<file path="src/mcsi_pkg.sv">
/*
 * Constants for the master configuration, status and interrupt block:
 * register offsets, field positions, reset values and timing counts.
 * Assumes a 16-bit register port with 12-bit byte addresses.
 */
package mcsi_pkg;

    // register byte offsets
    localparam logic [11:0] RESET_ID_OFS = 12'h000;
    localparam logic [11:0] MASTER_CFG_OFS = 12'h010;
    localparam logic [11:0] MASTER_STATUS_OFS = 12'h020;
    localparam logic [11:0] MASTER_MASK_OFS = 12'h024;
    localparam logic [11:0] LOOPBACK_STATUS_OFS = 12'h030;
    localparam logic [11:0] LOOPBACK_MASK_OFS = 12'h034;
    localparam logic [11:0] DMA_STATUS_OFS = 12'h040;
    localparam logic [11:0] DMA_MASK_OFS = 12'h044;

    // reset values
    localparam logic [15:0] REG_RESET = 16'h0000;
    localparam logic [7:0] CHIP_REV_DEFAULT = 8'h5A; // arbitrary value

    // master configuration fields and the master reset bit
    localparam int RX_DMA_EN_BIT = 0;
    localparam int RX_THR_LSB = 1;
    localparam int TX_DMA_EN_BIT = 3;
    localparam int TX_THR_LSB = 4;
    localparam int ORIENT_BIT = 6;
    localparam int TESTER_SEL_LSB = 7;
    localparam int RX_PRIO_LSB = 12;
    localparam int TX_PRIO_LSB = 14;
    localparam int SW_RESET_BIT = 0;

    // burst length base and tester codes
    localparam logic [8:0] BURST_BASE_DWORDS = 9'h020;
    localparam logic [4:0] TESTER_HS_PORT0 = 5'h10;
    localparam logic [4:0] TESTER_HS_PORT1 = 5'h11;

    // priority group sizes per code
    localparam logic [6:0] PRIO_GRP_NONE = 7'h00;
    localparam logic [6:0] PRIO_GRP_2 = 7'h02;
    localparam logic [6:0] PRIO_GRP_16 = 7'h10;
    localparam logic [6:0] PRIO_GRP_64 = 7'h40;

    // master status bit positions
    localparam int SM_RX_ALIGN_BIT = 0;
    localparam int SM_TX_ALIGN_BIT = 1;
    localparam int SM_TESTER_BIT = 2;
    localparam int SM_PCI_SYS_BIT = 3;
    localparam int SM_PCI_PAR_BIT = 4;
    localparam int SM_LOCAL_ERR_BIT = 14;
    localparam int SM_LOCAL_IRQ_BIT = 15;

    // local ready timeout, in local clock periods
    localparam logic [3:0] LOCAL_READY_PERIODS = 4'h9;

endpackage : mcsi_pkg

</file>
<file path="src/event_status.sv">
/*
 * One clear-on-read status register with its companion mask register.
 * Assumes events are one-cycle or level signals on clk.
 */
`timescale 1ns/1ps
module event_status
    import mcsi_pkg::*;
(
    input wire logic clk,
    input wire logic nrst,
    input wire logic softRst,
    input wire logic [15:0] evt,
    input wire logic rdClr,
    input wire logic maskWe,
    input wire logic [15:0] maskWdata,
    output logic [15:0] status,
    output logic [15:0] mask,
    output logic irq
);
    logic [15:0] status_q;
    logic [15:0] mask_q;

    // sticky bits, a new event beats the read clear, masking never blocks
    always_ff @(posedge clk) begin
        if (!nrst || softRst) begin
            status_q <= REG_RESET;
        end else begin
            status_q <= (rdClr ? REG_RESET : status_q) | evt;
        end
    end

    // per-bit interrupt mask
    always_ff @(posedge clk) begin
        if (!nrst || softRst) begin
            mask_q <= REG_RESET;
        end else if (maskWe) begin
            mask_q <= maskWdata;
        end
    end

    assign status = status_q;
    assign mask = mask_q;
    assign irq = |(status_q & mask_q);

    property p_evt_sets;
        @(posedge clk) disable iff (!nrst || softRst)
        (evt != 16'h0000) |=> ((status_q & $past(evt)) == $past(evt));
    endproperty
    a_evt_sets: assert property (p_evt_sets) else $error("event lost");

    property p_read_clears;
        @(posedge clk) disable iff (!nrst || softRst)
        (rdClr && evt == 16'h0000) |=> (status_q == 16'h0000);
    endproperty
    a_read_clears: assert property (p_read_clears) else $error("read did not clear");

endmodule : event_status

</file>
<file path="src/master_config_status_interrupt.sv">
/*
 * Master configuration, master reset, three status/mask register pairs
 * and interrupt outputs of a multichannel HDLC controller.
 * Assumes a simple 16-bit register port from the host bus interface,
 * events from logic on clk, and local bus pins from outside the domain.
 */
// Behaviour
// configuration register resets to zero and is fully read/write
// receive DMA moves nothing while its enable bit is zero
// host configures a DMA direction fully before enabling it
// receive throttle caps burst at 32, 64, 128 or 256 dwords
// transmit DMA moves nothing while its enable bit is zero
// transmit throttle caps burst with same encoding as receive
// orientation bit selects packet data byte order on the bus
// register and local bus accesses are always little-endian
// tester port select: ports 0-15, two high-speed codes, rest unused
// receive priority: round robin or decode channels 1-2, 1-16, 1-64; here code 0 (round robin) grants nothing
// transmit priority uses the same four codes and groups
// inside a decoded group the lower channel number wins
// each status bit sets when its event occurs
// reading a status register clears its set bits
// unmasked status raises bus interrupt, local one in config mode
// each status register has a per-bit mask; status sets regardless
// per-port alignment enables gate events into summary bits
// software polls up to 16 port registers to find alignment source
// tester reports sync change, bit error, counter overflow, each maskable
// bus and local bus events are always recorded; here local bus bits record only while bridgeMode is set
// bridge mode records local interrupt and local ready timing errors
// software ignores local status bits in configuration mode
// local error sets when ready is missing for nine local clocks
// software reset bit holds all other registers at zero
// interrupt is OR of status AND mask, drops once cleared
`timescale 1ns/1ps
module master_config_status_interrupt
    import mcsi_pkg::*;
#(
    parameter logic [7:0] CHIP_REV = CHIP_REV_DEFAULT // arbitrary value
)(
    input wire logic clk,
    input wire logic nrst,
    input wire logic [11:0] regAddr,
    input wire logic regWr,
    input wire logic regRd,
    input wire logic [15:0] regWdata,
    output logic [15:0] regRdata,
    input wire logic [15:0] rxAlignChange,
    input wire logic [15:0] rxAlignIrqEnable,
    input wire logic [15:0] txAlignChange,
    input wire logic [15:0] txAlignIrqEnable,
    input wire logic [2:0] testerEvent,
    input wire logic [2:0] testerEventMask,
    input wire logic pciSysError,
    input wire logic pciParityError,
    input wire logic [15:0] loopbackEvent,
    input wire logic [15:0] dmaEvent,
    input wire logic bridgeMode,
    input wire logic localAccessStart,
    input wire logic localInterruptN,
    input wire logic localReadyN,
    input wire logic localBusClock,
    input wire logic [63:0] rxChanReq,
    input wire logic [63:0] txChanReq,
    output logic rxDmaEnable,
    output logic [8:0] rxBurstMax,
    output logic txDmaEnable,
    output logic [8:0] txBurstMax,
    output logic packetByteSwap,
    output logic [3:0] testerPort,
    output logic testerHiSpeed,
    output logic testerValid,
    output logic [6:0] rxPrioGroup,
    output logic [6:0] txPrioGroup,
    output logic rxGrantValid,
    output logic [5:0] rxGrantIdx,
    output logic txGrantValid,
    output logic [5:0] txGrantIdx,
    output logic pciIrqN,
    output logic localIrqN
);

    ////////////////////////////////////////////////////////////////////////////
    // register file

    logic softRst_q;
    logic [15:0] mcfg_q;
    logic [15:0] regRdata_q;
    logic wrCfg;
    logic [15:0] smEvt;
    logic [15:0] smStatus, smMask, lbStatus, lbMask, dmStatus, dmMask;
    logic smIrq, lbIrq, dmIrq;
    logic configMode;
    assign wrCfg = regWr && !softRst_q;
    assign configMode = !bridgeMode;
    // master software reset bit, cleared only by the host or hard reset
    always_ff @(posedge clk) begin
        if (!nrst) begin
            softRst_q <= 1'b0;
        end else if (regWr && regAddr == RESET_ID_OFS) begin
            softRst_q <= regWdata[SW_RESET_BIT];
        end
    end
    // master configuration register
    always_ff @(posedge clk) begin
        if (!nrst || softRst_q) begin
            mcfg_q <= REG_RESET;
        end else if (wrCfg && regAddr == MASTER_CFG_OFS) begin
            mcfg_q <= regWdata;
        end
    end
    // registered read data; bit order is native, never swapped
    always_ff @(posedge clk) begin
        if (!nrst) begin
            regRdata_q <= REG_RESET;
        end else if (regRd) begin
            unique case (regAddr)
                RESET_ID_OFS: regRdata_q <= {CHIP_REV, 7'h00, softRst_q};
                MASTER_CFG_OFS: regRdata_q <= mcfg_q;
                MASTER_STATUS_OFS: regRdata_q <= smStatus;
                MASTER_MASK_OFS: regRdata_q <= smMask;
                LOOPBACK_STATUS_OFS: regRdata_q <= lbStatus;
                LOOPBACK_MASK_OFS: regRdata_q <= lbMask;
                DMA_STATUS_OFS: regRdata_q <= dmStatus;
                DMA_MASK_OFS: regRdata_q <= dmMask;
                default: regRdata_q <= REG_RESET;
            endcase
        end
    end
    assign regRdata = regRdata_q;

    ////////////////////////////////////////////////////////////////////////////
    // configuration decode

    logic [4:0] testerSel;
    assign testerSel = mcfg_q[TESTER_SEL_LSB +: 5];
    function automatic logic [6:0] prioGroup(input logic [1:0] code);
        unique case (code)
            2'b00: prioGroup = PRIO_GRP_NONE;
            2'b01: prioGroup = PRIO_GRP_2;
            2'b10: prioGroup = PRIO_GRP_16;
            2'b11: prioGroup = PRIO_GRP_64;
        endcase
    endfunction
    // enables, burst caps, byte order and priority groups
    always_ff @(posedge clk) begin
        if (!nrst) begin
            rxDmaEnable <= 1'b0;
            txDmaEnable <= 1'b0;
            rxBurstMax <= BURST_BASE_DWORDS;
            txBurstMax <= BURST_BASE_DWORDS;
            packetByteSwap <= 1'b0;
            rxPrioGroup <= PRIO_GRP_NONE;
            txPrioGroup <= PRIO_GRP_NONE;
        end else begin
            rxDmaEnable <= mcfg_q[RX_DMA_EN_BIT];
            txDmaEnable <= mcfg_q[TX_DMA_EN_BIT];
            rxBurstMax <= BURST_BASE_DWORDS << mcfg_q[RX_THR_LSB +: 2];
            txBurstMax <= BURST_BASE_DWORDS << mcfg_q[TX_THR_LSB +: 2];
            packetByteSwap <= mcfg_q[ORIENT_BIT];
            rxPrioGroup <= prioGroup(mcfg_q[RX_PRIO_LSB +: 2]);
            txPrioGroup <= prioGroup(mcfg_q[TX_PRIO_LSB +: 2]);
        end
    end
    // tester port assignment; unused codes leave the tester unassigned
    always_ff @(posedge clk) begin
        if (!nrst) begin
            testerPort <= 4'h0;
            testerHiSpeed <= 1'b0;
            testerValid <= 1'b1;
        end else begin
            testerPort <= testerSel[3:0];
            testerHiSpeed <= testerSel[4];
            testerValid <= !testerSel[4] || testerSel == TESTER_HS_PORT0
                           || testerSel == TESTER_HS_PORT1;
        end
    end

    ////////////////////////////////////////////////////////////////////////////
    // priority pick inside the decoded group: lowest channel first

    function automatic logic [6:0] pickLowest(input logic [63:0] req, input logic [6:0] grp);
        logic [6:0] res;
        res = 7'h00;
        for (int i = 63; i >= 0; i--) begin
            if (req[i] && 7'(i) < grp) begin
                res = {1'b1, 6'(i)};
            end
        end
        pickLowest = res;
    endfunction
    logic [6:0] rxPick, txPick;
    assign rxPick = pickLowest(rxChanReq, prioGroup(mcfg_q[RX_PRIO_LSB +: 2]));
    assign txPick = pickLowest(txChanReq, prioGroup(mcfg_q[TX_PRIO_LSB +: 2]));
    // grants are withheld while the direction's DMA is disabled
    always_ff @(posedge clk) begin
        if (!nrst) begin
            rxGrantValid <= 1'b0;
            rxGrantIdx <= 6'h00;
            txGrantValid <= 1'b0;
            txGrantIdx <= 6'h00;
        end else begin
            rxGrantValid <= rxPick[6] && mcfg_q[RX_DMA_EN_BIT];
            rxGrantIdx <= rxPick[5:0];
            txGrantValid <= txPick[6] && mcfg_q[TX_DMA_EN_BIT];
            txGrantIdx <= txPick[5:0];
        end
    end

    ////////////////////////////////////////////////////////////////////////////
    // local bus pins: synchronisers and ready timeout

    logic lintS1_q, lintS2_q, lrdyS1_q, lrdyS2_q, lclkS1_q, lclkS2_q, lclkPrev_q;
    logic lclkRise;
    logic accessPending_q;
    logic [3:0] periodCnt_q;
    logic localErrEvt;
    // two stages each; the edge detector compares the second stage with its delayed copy lclkPrev_q
    always_ff @(posedge clk) begin
        if (!nrst) begin
            {lintS1_q, lintS2_q} <= 2'b11;
            {lrdyS1_q, lrdyS2_q} <= 2'b11;
            {lclkS1_q, lclkS2_q, lclkPrev_q} <= 3'b000;
        end else begin
            {lintS2_q, lintS1_q} <= {lintS1_q, localInterruptN};
            {lrdyS2_q, lrdyS1_q} <= {lrdyS1_q, localReadyN};
            {lclkPrev_q, lclkS2_q, lclkS1_q} <= {lclkS2_q, lclkS1_q, localBusClock};
        end
    end
    assign lclkRise = lclkS2_q && !lclkPrev_q;
    // count local clock periods of a pending bridge access without ready
    always_ff @(posedge clk) begin
        if (!nrst || softRst_q) begin
            accessPending_q <= 1'b0;
            periodCnt_q <= 4'h0;
        end else if (localAccessStart && bridgeMode) begin
            accessPending_q <= 1'b1;
            periodCnt_q <= 4'h0;
        end else if (accessPending_q && (!lrdyS2_q || localErrEvt)) begin
            accessPending_q <= 1'b0;
        end else if (accessPending_q && lclkRise) begin
            periodCnt_q <= periodCnt_q + 4'h1;
        end
    end
    assign localErrEvt = accessPending_q && lrdyS2_q
                         && periodCnt_q == LOCAL_READY_PERIODS;

    ////////////////////////////////////////////////////////////////////////////
    // status registers

    // master status events; bus events have no suppressing control
    always_comb begin
        smEvt = 16'h0000;
        smEvt[SM_RX_ALIGN_BIT] = |(rxAlignChange & rxAlignIrqEnable);
        smEvt[SM_TX_ALIGN_BIT] = |(txAlignChange & txAlignIrqEnable);
        smEvt[SM_TESTER_BIT] = |(testerEvent & ~testerEventMask);
        smEvt[SM_PCI_SYS_BIT] = pciSysError;
        smEvt[SM_PCI_PAR_BIT] = pciParityError;
        smEvt[SM_LOCAL_ERR_BIT] = bridgeMode && localErrEvt;
        smEvt[SM_LOCAL_IRQ_BIT] = bridgeMode && !lintS2_q;
    end
    event_status u_masterStatus (
        .clk(clk), .nrst(nrst), .softRst(softRst_q), .evt(smEvt),
        .rdClr(regRd && regAddr == MASTER_STATUS_OFS),
        .maskWe(wrCfg && regAddr == MASTER_MASK_OFS), .maskWdata(regWdata),
        .status(smStatus), .mask(smMask), .irq(smIrq)
    );
    event_status u_loopbackStatus (
        .clk(clk), .nrst(nrst), .softRst(softRst_q), .evt(loopbackEvent),
        .rdClr(regRd && regAddr == LOOPBACK_STATUS_OFS),
        .maskWe(wrCfg && regAddr == LOOPBACK_MASK_OFS), .maskWdata(regWdata),
        .status(lbStatus), .mask(lbMask), .irq(lbIrq)
    );
    event_status u_dmaStatus (
        .clk(clk), .nrst(nrst), .softRst(softRst_q), .evt(dmaEvent),
        .rdClr(regRd && regAddr == DMA_STATUS_OFS),
        .maskWe(wrCfg && regAddr == DMA_MASK_OFS), .maskWdata(regWdata),
        .status(dmStatus), .mask(dmMask), .irq(dmIrq)
    );
    // interrupt pins, active low, registered
    always_ff @(posedge clk) begin
        if (!nrst) begin
            pciIrqN <= 1'b1;
            localIrqN <= 1'b1;
        end else begin
            pciIrqN <= !(smIrq || lbIrq || dmIrq);
            localIrqN <= !(configMode && (smIrq || lbIrq || dmIrq));
        end
    end

    ////////////////////////////////////////////////////////////////////////////
    // checks

    property p_cfg_reset;
        @(posedge clk) !nrst |=> (mcfg_q == 16'h0000);
    endproperty
    a_cfg_reset: assert property (p_cfg_reset) else $error("config not zero");
    property p_rx_gate;
        @(posedge clk) disable iff (!nrst) !rxDmaEnable |-> !rxGrantValid;
    endproperty
    a_rx_gate: assert property (p_rx_gate) else $error("rx grant while disabled");
    property p_tx_gate;
        @(posedge clk) disable iff (!nrst) !txDmaEnable |-> !txGrantValid;
    endproperty
    a_tx_gate: assert property (p_tx_gate) else $error("tx grant while disabled");
    property p_rx_burst;
        @(posedge clk) disable iff (!nrst)
        $past(nrst) |-> rxBurstMax == (9'h020 << $past(mcfg_q[2:1]));
    endproperty
    a_rx_burst: assert property (p_rx_burst) else $error("rx burst cap wrong");
    property p_tx_burst;
        @(posedge clk) disable iff (!nrst)
        $past(nrst) |-> txBurstMax == (9'h020 << $past(mcfg_q[5:4]));
    endproperty
    a_tx_burst: assert property (p_tx_burst) else $error("tx burst cap wrong");
    property p_tester_valid;
        @(posedge clk) disable iff (!nrst)
        $past(nrst) |-> testerValid == ($past(mcfg_q[11:7]) < 5'h12);
    endproperty
    a_tester_valid: assert property (p_tester_valid) else $error("tester code");
    property p_soft_reset;
        @(posedge clk) disable iff (!nrst) softRst_q |=> (mcfg_q == 16'h0000);
    endproperty
    a_soft_reset: assert property (p_soft_reset) else $error("soft reset ignored");
    property p_pci_irq;
        @(posedge clk) disable iff (!nrst)
        (smStatus & smMask) != 16'h0000 |=> !pciIrqN;
    endproperty
    a_pci_irq: assert property (p_pci_irq) else $error("irq not raised");
    property p_local_irq;
        @(posedge clk) disable iff (!nrst) bridgeMode |=> localIrqN;
    endproperty
    a_local_irq: assert property (p_local_irq) else $error("local irq in bridge");
    property p_timeout;
        @(posedge clk) disable iff (!nrst || softRst_q)
        (bridgeMode && localErrEvt) |=> smStatus[14];
    endproperty
    a_timeout: assert property (p_timeout) else $error("local error missed");

endmodule : master_config_status_interrupt

</file>
<file path="config.mk">
export PLATFORM = sky130hd
export DESIGN_NAME = master_config_status_interrupt
export DESIGN_NICKNAME = d
export VERILOG_FILES = /design/src/mcsi_pkg.sv /design/src/event_status.sv /design/src/master_config_status_interrupt.sv
export SDC_FILE = /design/constraint.sdc
export NUM_CORES = 1
export LEC_CHECK = 0
export BUFFER_PORTS_ARGS = -buffer_cell sky130_fd_sc_hd__buf_2
export CAP_MARGIN = 25
export CORE_MARGIN = 5
export CORE_UTILIZATION = 53
export DETAILED_ROUTE_END_ITERATION = 10
export GPL_TIMING_DRIVEN = 0
export PLACE_DENSITY = 0.86
export SETUP_SLACK_MARGIN = 0.4
export SLEW_MARGIN = 20
export SYNTH_ARGS = -nofsm -noshare
export SYNTH_HDL_FRONTEND = slang
export SYNTH_SLANG_ARGS = --single-unit
export TNS_END_PERCENT = 30
</file>
<file path="constraint.sdc">
create_clock -name clk -period 4.6 [get_ports clk]
set_input_delay 0.46 -clock clk [delete_from_list [all_inputs] [get_ports clk]]
set_output_delay 0.46 -clock clk [all_outputs]
set_load 0.02 [all_outputs]
</file>
==> results.yml <==
synthesis:
  ys_ff_latch: 171
  synth_xor_xnor_area_share: 0.00306
  synth_top_family_by_area: "compound AO/OA/AOI/OAI gates"
  synthArstFlopShare: 0
  synthSimpleGateAreaFrac: 0.240
  yosysWarnings: 0
  ys_types: 69
  synthAdderAreaFrac: 0.00291
  synth.mux.area_fraction: 0.0373
  synth_area_per_cell_um2: 7.76
  synthesis.instances: 1107
  synth_ff_type: "dfxtp_1"
  synth_compound_area_frac: 0.263
  synth_edf_count: 0
  synth_area_um2: 8600
  yosysSeqAreaShare: 0.398
drt:
  drtIter0Drc: 1147
  met1Wirelength_um: 12700
  routed_wirelength_um: 34100
  first_pass_iters: 8
  wl_met3_um: 3980
  viasPerCell: 6.03
  top_layer: "met5"
  met2_length_um: 15500
  remaining_drc_errors: 0
  ant_nets: 0
  wl_per_cell_um: 20.1
  num_vias: 10200
power:
  power_frac_clock: 0.425
  p_comb_frac: 0.115
  intPower_mw: 2.48
  p_sw_uw: 881
  max-vdd-ir-drop_v: 0.000277
  leakagePower_nw: 4.89
  seqPwrFrac: 0.460
  p_sw_frac: 0.262
  pwr_density_cell_nw_per_um2: 302
  p_total_mw: 3.36
final_layout:
  area_delta_synth_final_pct: 29.3
  nets: 1735
  stdcell_count: 1695
  layout-drive-gt1-share: 0.268
  fillers: 1359
setup_path:
  ff2ff_setup_slack_ns: 2.36
  cp_cell_sequence: "buf_2 -> clkbuf_1 -> or3b_2 -> nor4_1 -> nand2_1 -> buf_2 -> mux2i_1 -> nor2_1"
  r2r_cells: 6
  start_kind: "primary input"
  worstReg2RegEnd: "rxGrantIdx[1]"
  crit_top_cell: "buf_2"
  worstSetupEndpoint: "u_dmaStatus.mask[13]"
  crit_type: "primary input to flip-flop"
  max_stage_delay_ns: 0.81
  worstPathArrival_ns: 3.48
  crit_fanout: 10
  path_buf_inv: 3
  cp-startpoint: "regAddr[4]"
  path_delay_family: "simple AND/OR/NAND/NOR gates"
  cp_slowest_cell: "nor4_1"
  cp.required_ns: 4.90
  crit_path_end_kind: "flip-flop"
  crit_cells: 8
  r2r_start: "mcfg_q[13]"
sta:
  setup-tns-final_ns: 0
  fmax_mhz: 315
  hold_ws_ns: 0.207
  rsz0062_at_grt: "no"
  setup_violations: 0
  finalWorstSetupSlack_ns: 1.43
  max_slew_margin: 0.382
  period_share: 0.690
  final-hold-violation-count: 0
  fin_crit_ns: 3.17
  clock_skew_ns: 0.0109
  final_max_slew_viol_count: 0
  worst_pin_slew_ns: 0.919
floorplan:
  rows: 46
  dieArea_um2: 18900
  die_x_um: 137
  coreArea_um2: 15900
  start_util: 0.541
  io_pins: 342
  die_h_um: 137
clock_tree:
  cts_tree: "built"
  post_cts_buffers: 0
  hold_buffers: 0
  clockRootBuffer: "clkbuf_16"
  cts_repair_resize_count: 0
  cts_buffers: 17
  cts_sinks: 171
  clk_path_buf_depth: 2
  clk_latency_ns: 0.44
  cts_max_level: 4
  cts.clk_slew.worst_paths_ns: 0.07
outcome:
  status: "finished clean"
global_route:
  first_global_vias: 9762
  antenna_found_initial: 5
  grt_max_degree: 17
  overflow: 0
  grt_pass1_wl_um: 51100
  grt_usage: 0.353
placement:
  routabilityCongestion: 1.05
  portBuffers: 321
  place_ws_ns: 1.20
  dp.final_hpwl_um: 26900
  post-place-cells: 1661
flow_run:
  drv_cap: 0
worst_hold_path:
  hp-class: "primary input to flip-flop"
==> power by group through the flow <==
stage,clock network [mW],registers (mW),logic (mW)
2_1_floorplan,0,1.57,0.157
3_3_place_gp,0,1.57,0.368
3_5_place_dp,0,1.58,0.375
4_1_cts,1.43,1.54,0.376
5_1_grt,1.50,1.55,0.419
6_report,1.43,1.55,0.386
==> layout make-up <==
type                       count  area [um^2]  area share
buffer                        73          359      0.0323
inverter                      30          113      0.0101
timing repair buffer         321         1610       0.145
clock buffer                  19          433      0.0389
antenna                        3         7.51    0.000675
multi-input combinational    850         4760       0.429
clock inverter                12          140      0.0126
tap                          216          270      0.0243
sequential                   171         3420       0.308
==> kinds of logic (layout without fill, tap and decap cells) <==
family                     count (synthesis)  count (layout)
xor gates and xnor gates                   3               3
and+or+nand+nor                          439             439
buffers and inverters                    103             455
adders and majority gates                  2               2
AOI/OAI and AO/OA                        357             357
other                                      1              21
muxes                                     31              31
DFF                                      171             171
==> sequential cells by signal (all words and copies together), names as in the netlist, 3 cells and up <==
name,count
txPrioGroup,3
rxPrioGroup,3
u_loopbackStatus.mask,16
u_masterStatus.mask,16
mcfg_q,16
u_masterStatus.status,7
rxGrantIdx,6
rxBurstMax,4
u_dmaStatus.mask,16
txBurstMax,4
periodCnt_q,4
testerPort,4
txGrantIdx,6
regRdata,16
u_dmaStatus.status,16
u_loopbackStatus.status,16
==> cells in the mapped netlist (23+ instances only) <==
cell type  number  area share
a22oi_1        23       0.020
a221oi_1       26       0.026
a21oi_1       149       0.087
clkbuf_1       46       0.020
nor3_1         24       0.014
dfxtp_1       171        0.40
inv_1          30       0.013
nor4_1         26       0.019
o21ai_0        60       0.035
mux2i_1        23       0.027
nand2_1       152       0.066
nor2_1        132       0.058
==> layer usage <==
layer / vias up / GRT usage
li1: 4731 / -
met1: 4599 / 0.418
met2: 726 / 0.571
met3: 160 / 0.0902
met4: 4 / 0.220
met5: - / 0
==> cell usage in the layout (no fill, tap or decap), types with 15 or more instances in the layout <==
master	instances
buf_4	19
mux2i_1	23
buf_2	326
nand3_1	17
a22oi_1	23
nor4_1	26
nand2_1	152
inv_1	30
dfxtp_1	171
conb_1	18
clkbuf_1	48
nor2_1	132
a21oi_1	149
nor2b_1	15
nor3_1	24
clkbuf_16	17
o21ai_0	60
a221oi_1	26
==> stage by stage <==
step	area, um^2	util
floorplan	8660	-
global placement	10500	0.663
detailed placement	10500	0.663
CTS	11100	0.699
global route	11100	0.700
finish	11100	0.700
==> worst min path at each step <==
stage | startpoint | cells past startpoint | slack, ns | to
detailed placement | lrdyS1_q | 1 | 0.40 | lrdyS2_q
global route | dmaEvent[7] | 3 | 0.22 | u_dmaStatus.status[7]
floorplan | lintS1_q | 1 | 0.39 | lintS2_q
CTS | localReadyN | 2 | 0.20 | lrdyS1_q
global placement | lrdyS1_q | 1 | 0.39 | lrdyS2_q
finish | localReadyN | 2 | 0.21 | lrdyS1_q
No activity file was read; power rests on OpenSTA's default activity.
